## config.mk

```make
export PLATFORM = sky130hd
export DESIGN_NAME = otis_i2c_slave
export DESIGN_NICKNAME = d
export VERILOG_FILES = /design/src/otis_pkg.sv /design/src/otis_pin_sync.sv /design/src/otis_fifo.sv /design/src/otis_i2c_slave.sv
export VERILOG_INCLUDE_DIRS = /design/src
export SDC_FILE = /design/constraint.sdc
export NUM_CORES = 1
export LEC_CHECK = 0
export BUFFER_PORTS_ARGS = -buffer_cell sky130_fd_sc_hd__buf_4
export CORE_ASPECT_RATIO = 1.75
export CORE_UTILIZATION = 45
export CTS_CLUSTER_DIAMETER = 50
export DETAILED_ROUTE_END_ITERATION = 10
export SYNTH_ARGS = -nofsm -noshare
export SYNTH_HDL_FRONTEND = slang
export SYNTH_SLANG_ARGS = --single-unit
```

## constraint.sdc

```tcl
create_clock -name core_clk -period 7.65 [get_ports core_clk]
set_clock_uncertainty 0.1 [all_clocks]
set_input_delay 0.3825 -clock core_clk [delete_from_list [all_inputs] [get_ports core_clk]]
set_output_delay 0.3825 -clock core_clk [all_outputs]
set_load 0.02 [all_outputs]
```

## src/otis_defines.svh

```systemverilog
// Constants for the two-wire slave of the OTG transceiver.
// Assumes a 25 MHz core clock; included by the design modules and the testbench.
`ifndef OTIS_DEFINES_SVH
`define OTIS_DEFINES_SVH

// Upper six bits of the slave address, fixed in silicon.
`define OTIS_ADDR_HIGH 6'h16
// Address byte that selects every slave at once.
`define OTIS_GENERAL_CALL 8'h00
// Number of register indices that answer with an acknowledge.
`define OTIS_NUM_REGS 8'h20
// Write path buffer shape: index and data side by side.
`define OTIS_FIFO_DEPTH 32
`define OTIS_FIFO_WIDTH 16
// Pins rest high, so the synchroniser starts high too.
`define OTIS_SYNC_RESET 3'h7
// Cycles after reset before the strap pin is trusted.
`define OTIS_STRAP_WAIT 3'h6
// Data bits in a byte before the acknowledge slot.
`define OTIS_BITS_PER_BYTE 4'h8
// Core clock period and the fastest serial clock supported.
`define OTIS_CLK_PERIOD_NS 40
`define OTIS_SCL_MAX_KHZ 400
`define OTIS_SCL_HALF_NS (1000000 / (2 * `OTIS_SCL_MAX_KHZ))
`define OTIS_SCL_HALF_CYC \
  ((`OTIS_SCL_HALF_NS + `OTIS_CLK_PERIOD_NS - 1) / `OTIS_CLK_PERIOD_NS)

`endif

```

## src/otis_pkg.sv

```systemverilog
// Types shared by the two-wire slave modules.
// Assumes nothing of its surroundings.
package otis_pkg;

  // Phases of the serial slave.
  typedef enum logic [2:0] {
    ST_IDLE,
    ST_ADDR,
    ST_INDEX,
    ST_WRITE,
    ST_ACK,
    ST_READ,
    ST_MACK,
    ST_IGNORE
  } otis_state_type;

endpackage : otis_pkg

```

## src/otis_pin_sync.sv

```systemverilog
// Synchroniser with glitch filter for pins from outside the core clock.
// Assumes the pins are asynchronous to core_clk.
`timescale 1ns/100ps
`include "otis_defines.svh"
module otis_pin_sync #(
  parameter int WIDTH = 3,
  parameter logic [WIDTH-1:0] RESET_VAL = `OTIS_SYNC_RESET
) (
  input wire logic core_clk,
  input wire logic nrst,
  input wire logic [WIDTH-1:0] pinIn,
  output logic [WIDTH-1:0] pinOut
);

  logic [WIDTH-1:0] stage1_reg;
  logic [WIDTH-1:0] stage2_reg;
  logic [WIDTH-1:0] stage3_reg;

  // Three stage flops and an output flop per pin; a level is taken only when the last two stages agree,
  // which hides a one-cycle glitch at the cost of one cycle of delay.
  genvar i;
  generate
    for (i = 0; i < WIDTH; i++) begin : gBit
      always_ff @(posedge core_clk or negedge nrst) begin
        if (!nrst) begin
          stage1_reg[i] <= RESET_VAL[i];
          stage2_reg[i] <= RESET_VAL[i];
          stage3_reg[i] <= RESET_VAL[i];
          pinOut[i] <= RESET_VAL[i];
        end else begin
          stage1_reg[i] <= pinIn[i];
          stage2_reg[i] <= stage1_reg[i];
          stage3_reg[i] <= stage2_reg[i];
          if (stage2_reg[i] == stage3_reg[i]) begin
            pinOut[i] <= stage3_reg[i];
          end
        end
      end
    end
  endgenerate

endmodule : otis_pin_sync

```

## src/otis_fifo.sv

```systemverilog
// First-in first-out buffer of flip-flops with valid/ready on both sides.
// Assumes DEPTH is a power of two and both sides share core_clk.
`timescale 1ns/100ps
`include "otis_defines.svh"
module otis_fifo #(
  parameter int WIDTH = `OTIS_FIFO_WIDTH,
  parameter int DEPTH = `OTIS_FIFO_DEPTH
) (
  input wire logic core_clk,
  input wire logic nrst,
  input wire logic inValid,
  output logic inReady,
  input wire logic [WIDTH-1:0] inData,
  output logic outValid,
  input wire logic outReady,
  output logic [WIDTH-1:0] outData
);

  localparam int AW = $clog2(DEPTH);

  logic [WIDTH-1:0] mem [DEPTH];
  logic [AW-1:0] wrPtr_reg;
  logic [AW-1:0] rdPtr_reg;
  logic [AW:0] count_reg;
  logic doPush;
  logic doPop;
  logic [AW-1:0] headNext;
  logic [AW:0] countNext;
  logic outValid_reg;
  logic [WIDTH-1:0] outData_reg;

  // Full and empty come from the occupancy count, never guessed.
  assign inReady = (count_reg != (AW+1)'(DEPTH));
  assign outValid = outValid_reg;
  assign outData = outData_reg;
  assign doPush = inValid && inReady;
  assign doPop = outValid_reg && outReady;
  assign headNext = doPop ? rdPtr_reg + 1'b1 : rdPtr_reg;

  // Occupancy after this edge; it also decides the registered valid.
  always_comb begin
    countNext = count_reg;
    if (doPush && !doPop) begin
      countNext = count_reg + 1'b1;
    end else if (doPop && !doPush) begin
      countNext = count_reg - 1'b1;
    end
  end

  // The head is kept in flops so the outputs carry no read mux. A push
  // into an empty buffer must bypass storage, which is written too late.
  always_ff @(posedge core_clk or negedge nrst) begin
    if (!nrst) begin
      outValid_reg <= 1'b0;
      outData_reg <= '0;
    end else begin
      outValid_reg <= (countNext != '0);
      if (doPush && wrPtr_reg == headNext) begin
        outData_reg <= inData;
      end else begin
        outData_reg <= mem[headNext];
      end
    end
  end

  // Storage is not reset; only valid entries are ever shown.
  always_ff @(posedge core_clk) begin
    if (doPush) begin
      mem[wrPtr_reg] <= inData;
    end
  end

  // Pointers wrap naturally because the depth is a power of two.
  always_ff @(posedge core_clk or negedge nrst) begin
    if (!nrst) begin
      wrPtr_reg <= '0;
      rdPtr_reg <= '0;
      count_reg <= '0;
    end else begin
      if (doPush) begin
        wrPtr_reg <= wrPtr_reg + 1'b1;
      end
      if (doPop) begin
        rdPtr_reg <= rdPtr_reg + 1'b1;
      end
      count_reg <= countNext;
    end
  end

endmodule : otis_fifo

```

## src/otis_i2c_slave.sv

```systemverilog
// Two-wire serial slave giving a bus master access to a register file.
// Assumes core_clk runs far faster than the serial clock, the register
// file answers a read index within one cycle, and pull-ups hold the bus.
// Function
// - Idle bus rests high, slave releases both.
// - Start is SDA falling while SCL high.
// - Stop is SDA rising while SCL high.
// - One data bit per serial clock pulse.
// - SDA changes only while SCL is low.
// - Ninth bit acknowledges, sent by receiver.
// - Slave pulls SDA low through ninth clock.
// - Slave releases ninth clock, samples master acknowledge.
// - Respond only after start and matching address.
// - Address LSB: zero writes, one reads.
// - Upper bits fixed; low bit loaded from strap.
// - Strap low gives zero, high gives one.
// - Further data bytes go to next registers.
// - Read sets index by write, then reads.
// - Index advances after each accepted data byte.
// - Unsupported index: not-acknowledge, index unchanged.
// - Works to 400 kHz, bursts allowed.
`timescale 1ns/100ps
`include "otis_defines.svh"
module otis_i2c_slave #(
  parameter logic [5:0] ADDR_HIGH = `OTIS_ADDR_HIGH,
  parameter logic [7:0] NUM_REGS = `OTIS_NUM_REGS,
  parameter int FIFO_DEPTH = `OTIS_FIFO_DEPTH
) (
  input wire logic core_clk,
  input wire logic nrst,
  input wire logic sclPin,
  input wire logic sdaPin,
  output logic sdaOut,
  output logic sdaOe,
  input wire logic addrSelPin,
  output logic regWrValid,
  input wire logic regWrReady,
  output logic [7:0] regWrIndex,
  output logic [7:0] regWrData,
  output logic [7:0] regRdIndex,
  input wire logic [7:0] regRdData
);

  logic [2:0] pinLevels, strapWait_reg;
  logic sclLevel, sdaLevel, strapLevel, sclPrev_reg, sdaPrev_reg;
  logic sclRise, sclFall, startSeen, stopSeen, quiet;
  otis_pkg::otis_state_type state_reg, ackNext_reg, destState;
  logic [3:0] bitCnt_reg;
  logic [7:0] rxByte_reg, txByte_reg, regIndex_reg;
  logic masterAck_reg, addrLowBit_reg, sdaOe_reg, sdaOut_reg, pushValid_reg;
  logic [15:0] pushData_reg;
  logic fifoInReady, rxState, byteEnd, ackNow, addrMatch, generalCall;
  logic loadTx, readRise, readFall, mackRise;

  // Register indices beyond the implemented file get a not-acknowledge.
  function automatic logic isSupported(input logic [7:0] idx);
    isSupported = (idx < NUM_REGS);
  endfunction : isSupported

  // Clock, data and strap all come from pins and are filtered together.
  otis_pin_sync #(
    .WIDTH(3),
    .RESET_VAL(`OTIS_SYNC_RESET)
  ) uPinSync (
    .core_clk(core_clk),
    .nrst(nrst),
    .pinIn({addrSelPin, sdaPin, sclPin}),
    .pinOut(pinLevels)
  );

  assign sclLevel = pinLevels[0];
  assign sdaLevel = pinLevels[1];
  assign strapLevel = pinLevels[2];

  // Previous filtered levels for edge and condition detection.
  always_ff @(posedge core_clk or negedge nrst) begin
    if (!nrst) begin
      sclPrev_reg <= 1'b1;
      sdaPrev_reg <= 1'b1;
    end else begin
      sclPrev_reg <= sclLevel;
      sdaPrev_reg <= sdaLevel;
    end
  end

  // Edges of the serial clock and the start and stop conditions.
  assign sclRise = sclLevel && !sclPrev_reg;
  assign sclFall = !sclLevel && sclPrev_reg;
  assign startSeen = sclLevel && sclPrev_reg && sdaPrev_reg && !sdaLevel;
  assign stopSeen = sclLevel && sclPrev_reg && !sdaPrev_reg && sdaLevel;
  assign quiet = startSeen || stopSeen;

  // Byte decisions are taken on the falling edge after the eighth bit,
  // so the acknowledge appears only while the clock is low.
  assign rxState = (state_reg == otis_pkg::ST_ADDR) ||
                   (state_reg == otis_pkg::ST_INDEX) ||
                   (state_reg == otis_pkg::ST_WRITE);
  assign byteEnd = !quiet && rxState && sclFall &&
                   (bitCnt_reg == `OTIS_BITS_PER_BYTE);
  assign addrMatch = (rxByte_reg[7:1] == {ADDR_HIGH, addrLowBit_reg});
  assign generalCall = (rxByte_reg == `OTIS_GENERAL_CALL);
  assign readRise = !quiet && (state_reg == otis_pkg::ST_READ) && sclRise;
  assign readFall = !quiet && (state_reg == otis_pkg::ST_READ) && sclFall;
  assign mackRise = !quiet && (state_reg == otis_pkg::ST_MACK) && sclRise;
  assign loadTx = !quiet && sclFall &&
                  (((state_reg == otis_pkg::ST_ACK) &&
                    (ackNext_reg == otis_pkg::ST_READ)) ||
                   ((state_reg == otis_pkg::ST_MACK) && masterAck_reg));

  // Answer to a completed byte and the phase that follows its slot.
  always_comb begin
    ackNow = 1'b0;
    destState = otis_pkg::ST_IDLE;
    case (state_reg)
      otis_pkg::ST_ADDR: begin
        ackNow = addrMatch;
        destState = rxByte_reg[0] ? otis_pkg::ST_READ
                                  : otis_pkg::ST_INDEX;
      end
      otis_pkg::ST_INDEX: begin
        ackNow = 1'b1;
        destState = otis_pkg::ST_WRITE;
      end
      otis_pkg::ST_WRITE: begin
        // A full buffer refuses the byte, so back-pressure reaches the master.
        ackNow = isSupported(regIndex_reg) && fifoInReady;
        destState = otis_pkg::ST_WRITE;
      end
      default: begin
        ackNow = 1'b0;
        destState = otis_pkg::ST_IDLE;
      end
    endcase
  end

  // Phase sequencing; start and stop override any phase.
  always_ff @(posedge core_clk or negedge nrst) begin
    if (!nrst) begin
      state_reg <= otis_pkg::ST_IDLE;
      ackNext_reg <= otis_pkg::ST_IDLE;
    end else if (startSeen) begin
      state_reg <= otis_pkg::ST_ADDR;
    end else if (stopSeen) begin
      state_reg <= otis_pkg::ST_IDLE;
    end else begin
      case (state_reg)
        otis_pkg::ST_ADDR, otis_pkg::ST_INDEX, otis_pkg::ST_WRITE: begin
          if (byteEnd) begin
            ackNext_reg <= destState;
            if (state_reg == otis_pkg::ST_ADDR && !ackNow) begin
              state_reg <= otis_pkg::ST_IGNORE;
            end else begin
              state_reg <= otis_pkg::ST_ACK;
            end
          end
        end
        otis_pkg::ST_ACK: begin
          if (sclFall) begin
            state_reg <= ackNext_reg;
          end
        end
        otis_pkg::ST_READ: begin
          if (sclFall && bitCnt_reg == `OTIS_BITS_PER_BYTE) begin
            state_reg <= otis_pkg::ST_MACK;
          end
        end
        otis_pkg::ST_MACK: begin
          if (sclFall) begin
            // A missing acknowledge ends the read until the next start.
            state_reg <= masterAck_reg ? otis_pkg::ST_READ
                                       : otis_pkg::ST_IGNORE;
          end
        end
        otis_pkg::ST_IDLE, otis_pkg::ST_IGNORE: begin
          state_reg <= state_reg;
        end
        default: begin
          state_reg <= otis_pkg::ST_IDLE;
        end
      endcase
    end
  end

  // Bit counting: rises count bits in, every byte slot restarts at zero.
  always_ff @(posedge core_clk or negedge nrst) begin
    if (!nrst) begin
      bitCnt_reg <= '0;
    end else if (quiet) begin
      bitCnt_reg <= '0;
    end else if ((rxState || state_reg == otis_pkg::ST_READ) && sclRise &&
                 bitCnt_reg != `OTIS_BITS_PER_BYTE) begin
      bitCnt_reg <= bitCnt_reg + 1'b1;
    end else if (byteEnd || (readFall &&
                 bitCnt_reg == `OTIS_BITS_PER_BYTE)) begin
      bitCnt_reg <= '0;
    end else if (state_reg == otis_pkg::ST_ACK ||
                 state_reg == otis_pkg::ST_MACK) begin
      bitCnt_reg <= '0;
    end
  end

  // Receive shifting on rising edges, most significant bit first.
  always_ff @(posedge core_clk or negedge nrst) begin
    if (!nrst) begin
      rxByte_reg <= '0;
    end else if (!quiet && rxState && sclRise &&
                 bitCnt_reg != `OTIS_BITS_PER_BYTE) begin
      rxByte_reg <= {rxByte_reg[6:0], sdaLevel};
    end
  end

  // Transmit byte loads at the slot edge and shifts on each falling edge.
  always_ff @(posedge core_clk or negedge nrst) begin
    if (!nrst) begin
      txByte_reg <= '0;
    end else if (loadTx) begin
      txByte_reg <= regRdData;
    end else if (readFall) begin
      txByte_reg <= {txByte_reg[6:0], 1'b0};
    end
  end

  // The master acknowledge is sampled on the rise of the ninth clock.
  always_ff @(posedge core_clk or negedge nrst) begin
    if (!nrst) begin
      masterAck_reg <= 1'b0;
    end else if (mackRise) begin
      masterAck_reg <= !sdaLevel;
    end
  end

  // Open-drain data drive; released at a start or stop, otherwise changed only just after a falling edge,
  // leaving the whole low phase for the line to settle before the rise.
  always_ff @(posedge core_clk or negedge nrst) begin
    if (!nrst) begin
      sdaOe_reg <= 1'b0;
    end else if (quiet) begin
      sdaOe_reg <= 1'b0;
    end else if (byteEnd) begin
      sdaOe_reg <= ackNow;
    end else if (loadTx) begin
      sdaOe_reg <= !regRdData[7];
    end else if (readFall) begin
      if (bitCnt_reg == `OTIS_BITS_PER_BYTE) begin
        sdaOe_reg <= 1'b0;
      end else begin
        sdaOe_reg <= !txByte_reg[6];
      end
    end else if (sclFall && (state_reg == otis_pkg::ST_ACK ||
                             state_reg == otis_pkg::ST_MACK)) begin
      sdaOe_reg <= 1'b0;
    end
  end

  // The driven level is always low; the line is never driven high.
  always_ff @(posedge core_clk or negedge nrst) begin
    if (!nrst) begin
      sdaOut_reg <= 1'b0;
    end else begin
      sdaOut_reg <= 1'b0;
    end
  end

  // Register index: set by the index byte, advanced after accepted bytes.
  always_ff @(posedge core_clk or negedge nrst) begin
    if (!nrst) begin
      regIndex_reg <= '0;
    end else if (byteEnd && state_reg == otis_pkg::ST_INDEX) begin
      regIndex_reg <= rxByte_reg;
    end else if (byteEnd && state_reg == otis_pkg::ST_WRITE && ackNow) begin
      regIndex_reg <= regIndex_reg + 1'b1;
    end else if (mackRise && !sdaLevel) begin
      regIndex_reg <= regIndex_reg + 1'b1;
    end
  end

  // Address low bit: caught from the strap once the synchroniser has
  // settled after reset, and again on every general call.
  always_ff @(posedge core_clk or negedge nrst) begin
    if (!nrst) begin
      strapWait_reg <= `OTIS_STRAP_WAIT;
      addrLowBit_reg <= 1'b0;
    end else if (strapWait_reg != '0) begin
      strapWait_reg <= strapWait_reg - 1'b1;
      if (strapWait_reg == 3'h1) begin
        addrLowBit_reg <= strapLevel;
      end
    end else if (byteEnd && state_reg == otis_pkg::ST_ADDR && generalCall) begin
      addrLowBit_reg <= strapLevel;
    end
  end

  // Accepted write bytes leave as one-cycle pushes of index and data.
  always_ff @(posedge core_clk or negedge nrst) begin
    if (!nrst) begin
      pushValid_reg <= 1'b0;
      pushData_reg <= '0;
    end else begin
      pushValid_reg <= byteEnd && state_reg == otis_pkg::ST_WRITE && ackNow;
      if (byteEnd) begin
        pushData_reg <= {regIndex_reg, rxByte_reg};
      end
    end
  end

  otis_fifo #(
    .WIDTH(16),
    .DEPTH(FIFO_DEPTH)
  ) uWrFifo (
    .core_clk(core_clk),
    .nrst(nrst),
    .inValid(pushValid_reg),
    .inReady(fifoInReady),
    .inData(pushData_reg),
    .outValid(regWrValid),
    .outReady(regWrReady),
    .outData({regWrIndex, regWrData})
  );
  // The remaining ports come straight from the flops above.
  assign sdaOe = sdaOe_reg;
  assign sdaOut = sdaOut_reg;
  assign regRdIndex = regIndex_reg;
endmodule : otis_i2c_slave

```

# --- After elaboration in Yosys (flattened, before gate mapping) ---
# Memory sizes are Yosys's and may differ from the RTL's. A register that Yosys moved wholly into a read port is not among the register bits.
# Cells that the tools add are included.
op_classes:
  add_sub_neg: 7
  order_cmp: 1
  eq_ne: 22
  muxes: 35
  n_bitwise: 2
  n_reduce_logical: 70
ops:
  columns: ["operator", "n"]
  rows:
  - ["1-bit logical AND", 37]
  - ["8-bit two-way mux", 3]
  - ["3-bit two-way mux", 7]
  - ["4-bit two-way mux", 4]
  - ["4-bit != test (second input constant)", 4]
  - ["3-bit equality test (second input constant)", 5]
  - ["7-bit two-way mux", 2]
  - ["6-bit two-way mux", 2]
  - ["3-bit case mux with 4 select lines", 1]
  - ["1-bit zero test", 11]
  - ["1-bit two-way mux", 11]
  - ["5-bit by 1-bit adder with 5-bit output (second input constant)", 2]
  - ["8-bit by 1-bit adder with 8-bit output (second input constant)", 1]
  - ["8-bit zero test", 1]
  - ["8-bit by 6-bit less-than comparator with 1-bit output (second input constant)", 1]
  - ["7-bit by 6-bit equality test with 1-bit output", 1]
  - ["1-bit logical OR", 7]
  - ["6-bit by 1-bit adder with 6-bit output (second input constant)", 1]
  - ["3-bit by 1-bit equality test with 1-bit output (second input constant)", 2]
  - ["3-bit by 2-bit equality test with 1-bit output (second input constant)", 2]
  - ["6-bit != test (second input constant)", 1]
  - ["3-bit case mux with 2 select lines", 1]
  - ["3-bit nonzero test", 2]
  - ["6-bit nonzero test", 1]
  - ["21 further kinds", 27]
totals:
  reg_bits: 87
  ramBits: 512
  elab_cells: 168
  n_memories: 1
mem_list:
  columns: ["name", "words", "width", "rd", "rd_ports_with_merged_regs", "wr", "line_no", "rtl"]
  rows:
  - ["uWrFifo.mem", 32, 16, 1, 1, 1, "otis_fifo.sv:21", "logic [WIDTH-1:0] mem [DEPTH];"]

# --- Logic depth before layout (Yosys ltp) ---
logic_depth:
  word_depth: 12
  ltp_mapped: 11

# --- By module ---
# A second synthesis with hierarchy kept.
unflattened:
  cells_unflattened: 2047
  area_unflattened_um2: 26292.7
by_module_without_submodules:
  columns: ["mod", "n_inst", "cells_per_inst", "area_per_inst_um2", "seq_area_each_um2"]
  rows:
  - ["otis_fifo", 1, 1742, 23139.7, 16200.5]
  - ["otis_i2c_slave", 1, 290, 2803.9, 1456.4]
  - ["otis_pin_sync", 1, 15, 349.1, 315.3]

# --- Least setup slack after synthesis ---
# Ideal clock, no wire load.
synth_path:
  path_type: "flip-flop to flip-flop"
  startpoint: "register uWrFifo.count_reg[0]"
  endpoint: "memory uWrFifo.mem[27][0] (enable)"
  arrival_ns: 2.535
  t_required_ns: 7.162
  slack_ns: 4.626
  path_stages_with_launch: 9
  path_buffers: 2
  period_less_slack_ns: 3.024
  cell_sequence: "dfrtp_1 inv_1 ha_1 nor4b_1 a21boi_1 clkbuf_1 nand2_1 clkbuf_1 nor2_1"
synth_between:
  elab_chain_cells: 4
synth_lines:
  columns: ["item", "line_no", "rtl"]
  rows:
  - ["from (decl)", "otis_fifo.sv:24", "logic [AW:0] count_reg;"]
  - ["from (signal assigned)", "otis_fifo.sv:86", "count_reg <= countNext;"]
  - ["6-bit != test", "otis_fifo.sv:33", "assign inReady = (count_reg != (AW+1)'(DEPTH));"]
  - ["1-bit logical AND", "otis_fifo.sv:36", "assign doPush = inValid && inReady;"]
  - ["1-bit two-way mux", "otis_fifo.sv:68", "if (doPush) begin"]
  - ["1-bit two-way mux (not written as such)", "otis_fifo.sv:69", "mem[wrPtr_reg] <= inData;"]
  - ["to (decl)", "otis_fifo.sv:21", null]
# Every way passes these cells.

# --- Worst setup path in the final report ---
layout_path:
  startpoint: "register uWrFifo.rdPtr_reg[0]"
  endpoint: "register uWrFifo.outData_reg[7] (netlist: uWrFifo.outData[7]) (read register of uWrFifo.mem)"
layout_between:
  elab_chain_cells: 2
layout_lines:
  columns: ["item", "line_no", "rtl"]
  rows:
  - ["from (decl)", "otis_fifo.sv:23", "logic [AW-1:0] rdPtr_reg;"]
  - ["from (signal assigned)", "otis_fifo.sv:84", "rdPtr_reg <= rdPtr_reg + 1'b1;"]
  - ["5-bit by 1-bit adder with 5-bit output", "otis_fifo.sv:38", "assign headNext = doPop ? rdPtr_reg + 1'b1 : rdPtr_reg;"]
  - ["5-bit two-way mux (*)", null, null]
  - ["to (decl)", "otis_fifo.sv:30", "logic [WIDTH-1:0] outData_reg;"]
# Every way passes the cells marked *; elsewhere a longest branch is shown, timed or not.
# A chain may end at the register's enable or synchronous reset.

==> summary.txt <==
Outcome
  – Status: finished clean

Synthesis
  – Syn avg cell area: 13.17 um2
  – Synth Area in Simple Gates: 0.06676
  – Adder-cell share of the synthesized area: 0.007705
  – Synth Flop Type: edfxtp_1
  – Ys Warns: 0
  – Post-Synth XOR/XNOR Area: 0.01104
  – Largest cells by area after synthesis: edfxtp_1 58%, dfrtp_1 8.2%, mux2i_1 4.5%
  – Mux cell area share after synthesis: 0.05610
  – Ys async rst share: 0.1675
  – Synthesized cell area: 26,630 um2
  – Mapped Cells: 2,022
  – Mapped Nets: 2,050
  – Synth area leader: edfxtp_1
  – Post-synth EDFFs: 512
  – Yosys top cell area share: 0.5773
  – Synth Area in Compound Gates: 0.1503
  – Seq/Total Area, Yosys: 0.6748
  – Yosys cell types: 66
  – Main combinational cell family by area after synthesis: compound AO/OA/AOI/OAI gates
  – Yosys reg bits: 615

Global route
  – Grt ovf: 0
  – GRT Overall Usage: 0.2642
  – Largest net degree at the start of global routing: 75
  – Initial antenna violation count: 1
  – Number of global-route vias before repair: 17,470
  – First-pass GRT wire length: 115,000 um

Final layout
  – Fraction of layout cells with a size suffix above 1: 0.1277
  – Nets@finish: 2,080
  – Final core occ: 0.5126
  – Post-route cell area: 29,860 um2
  – Most common cell after layout, fill and taps aside: edfxtp_1
  – Diodes inserted: 0
  – Post-route insts no fill: 2,872
  – Synthesis-to-layout area growth: 12.14%
  – Largest register FFs: 512
  – Most frequent cells in the layout: 512 x edfxtp_1, 161 x a21oi_1, 160 x nand2_1, 122 x o21ai_0, 120 x mux2i_1

Routing
  – DRC: 0
  – Vias after detailed routing: 17,720
  – Routed length per instance: 27.40 um
  – Drt total wl: 78,680 um
  – Final ANT Viol Nets: 0
  – Vias/cell: 6.170
  – First DRT Iteration DRCs: 1,872
  – Drt pass-1 iters: 6

Setup path
  – Worst r2r dst: uWrFifo.outData[7]
  – Arrival @ worst endpoint: 4.93 ns
  – R2R Path Start: uWrFifo.rdPtr_reg[0]
  – Max FO, Critical Path: 50
  – Critical path launch point type: register
  – Worst R2R Path Depth: 7
  – Crit end category: register
  – Worst Path Class, Setup: register to register
  – Reg-to-reg slack, setup: 3.03 ns
  – CP Data Required Time: 7.96 ns

Clock tree
  – Root Buffer: clkbuf_16
  – Postcts setup bufs: 0
  – CTS Buffer Depth: 3
  – CTS tree: built
  – Clock Latency Late Sink: 0.63 ns
  – H-Tree Depth: 2
  – Reg clk slew, reported paths: 0.07 ns
  – CTS Buf Count: 56
  – # clock sinks: 615

Timing
  – Period utilization: 0.6034
  – Final setup TNS: 0 ns
  – Fmax: 0.2166 GHz
  – Final Hold Fails: 0
  – Clock period minus final worst setup slack: 4.616 ns
  – Fin worst setup slack: 3.034 ns
  – Final Max Slew Viols: 0
  – Unrepaired setup endpoints after global routing: false
  – Slew headroom: 0.1098
  – Worst Tran Pin Value: 1.335 ns
  – # setup viols final: 0

Die
  – Core Area: 58,260 um2
  – Die height: 323.8 um
  – Die area: 60,200 um2
  – I/O pin count: 41
  – Starting Density: 0.4571
  – Die width: 185.9 um
  – Placement Rows: 117

Place
  – Routability cong.: 0.9329
  – IO buf count: 39
  – Post-DP HPWL: 48,190 um
  – Placed cell area: 27,930 um2
  – Place WS: 3.159 ns
  – DP Cell Count: 2,755

Pwr
  – LEAKAGE: 0.01008 uW
  – Peak VDD IR: 0.2759 mV
  – Pwr/cell area: 352.4 nW/um2

Run
  – # Max-Cap Violations: 0

Min path
  – Hold WC Path Type: input pin to async pin
critical path: stages (launching register included):
cell and delay [ns]:
dfrtp_4 0.75, ha_2 0.34, and3_1 0.22, and3_1 0.23
xnor2_2 0.81, nand2_1 0.90, o221ai_1 0.79, o22ai_1 0.25
per-layer routing:
metal	GRT usage	routed length (um)	share of wire	up-vias
met2	0.4571	40450	0.51	696
met1	0.3001	28010	0.36	8950
met3	0.03334	4228	0.054	192
met5	0	0	0	-
li1	-	-	-	7882
met4	0.1863	5995	0.076	0
area by class of cell:
| cell class | count | area (um2) |
|---|---|---|
| Fill cell | 5002 | 28400 |
| Sequential cell | 615 | 17980 |
| Multi-Input combinational cell | 1182 | 7845 |
| Clock buffer | 64 | 1431 |
| Timing Repair Buffer | 130 | 1006 |
| Tap cell | 773 | 967.2 |
| Clock inverter | 41 | 380.4 |
| Inverter | 67 | 254.0 |
power breakdown:
part | total [uW] | switching [uW] | internal, uW
Combinational | 3810 | 2580 | 1230
Sequential | 3900 | 223 | 3670
Clock | 2820 | 1260 | 1550
per-stage QoR:
step | total power [uW] | hold WS, ns
final | 10520 | 0.2076
after global placement | 7669 | 0.2462
after detailed placement | 7708 | 0.2473
after global routing | 10890 | 0.2550
after floorplan | 6341 | -0.01309
after CTS | 10500 | 0.2159
repair_timing:
action,4_1_cts,5_1_grt
hold buffers,12,0
resized for setup,0,0
endpoints found under the hold margin,40,0
logic make-up (layout without fill, tap and decap cells):
| logic type | count (synthesis) | count (layout) |
|---|---|---|
| DFF | 615 | 615 |
| AOI/OAI and AO/OA | 593 | 593 |
| and+or+nand+nor | 394 | 394 |
| buffers and inverters | 225 | 302 |
| muxes | 146 | 146 |
| xor gates and xnor gates | 31 | 31 |
| adders and majority gates | 17 | 17 |
| other | 1 | 1 |
synthesized netlist by cell type (34+ instances only):
| master | count |
|---|---|
| a21oi_1 | 161 |
| nor2_1 | 95 |
| o21ai_0 | 122 |
| edfxtp_1 | 512 |
| dfrtp_1 | 87 |
| mux2i_1 | 120 |
| o211ai_1 | 34 |
| clkbuf_1 | 109 |
| nand2_1 | 161 |
| a221oi_1 | 77 |
| nor3_1 | 39 |
| inv_1 | 64 |
worst max-delay path by stage:
| stage | cells after the start | start | to | slack (ns) |
|---|---|---|---|---|
| after CTS | 7 | uWrFifo.rdPtr_reg[0] | uWrFifo.outData[7] | 3.13 |
| after global placement | 7 | uWrFifo.rdPtr_reg[0] | uWrFifo.outData[7] | 3.12 |
| after detailed placement | 7 | uWrFifo.rdPtr_reg[0] | uWrFifo.outData[7] | 3.16 |
| after floorplan | 8 | uWrFifo.count_reg[0] | uWrFifo.mem[27][0] | 4.63 |
| after global routing | 9 | uWrFifo.rdPtr_reg[0] | uWrFifo.outData[7] | 3.04 |
| final | 7 | uWrFifo.rdPtr_reg[0] | uWrFifo.outData[7] | 3.03 |
No activity file was read; power rests on OpenSTA's default activity.
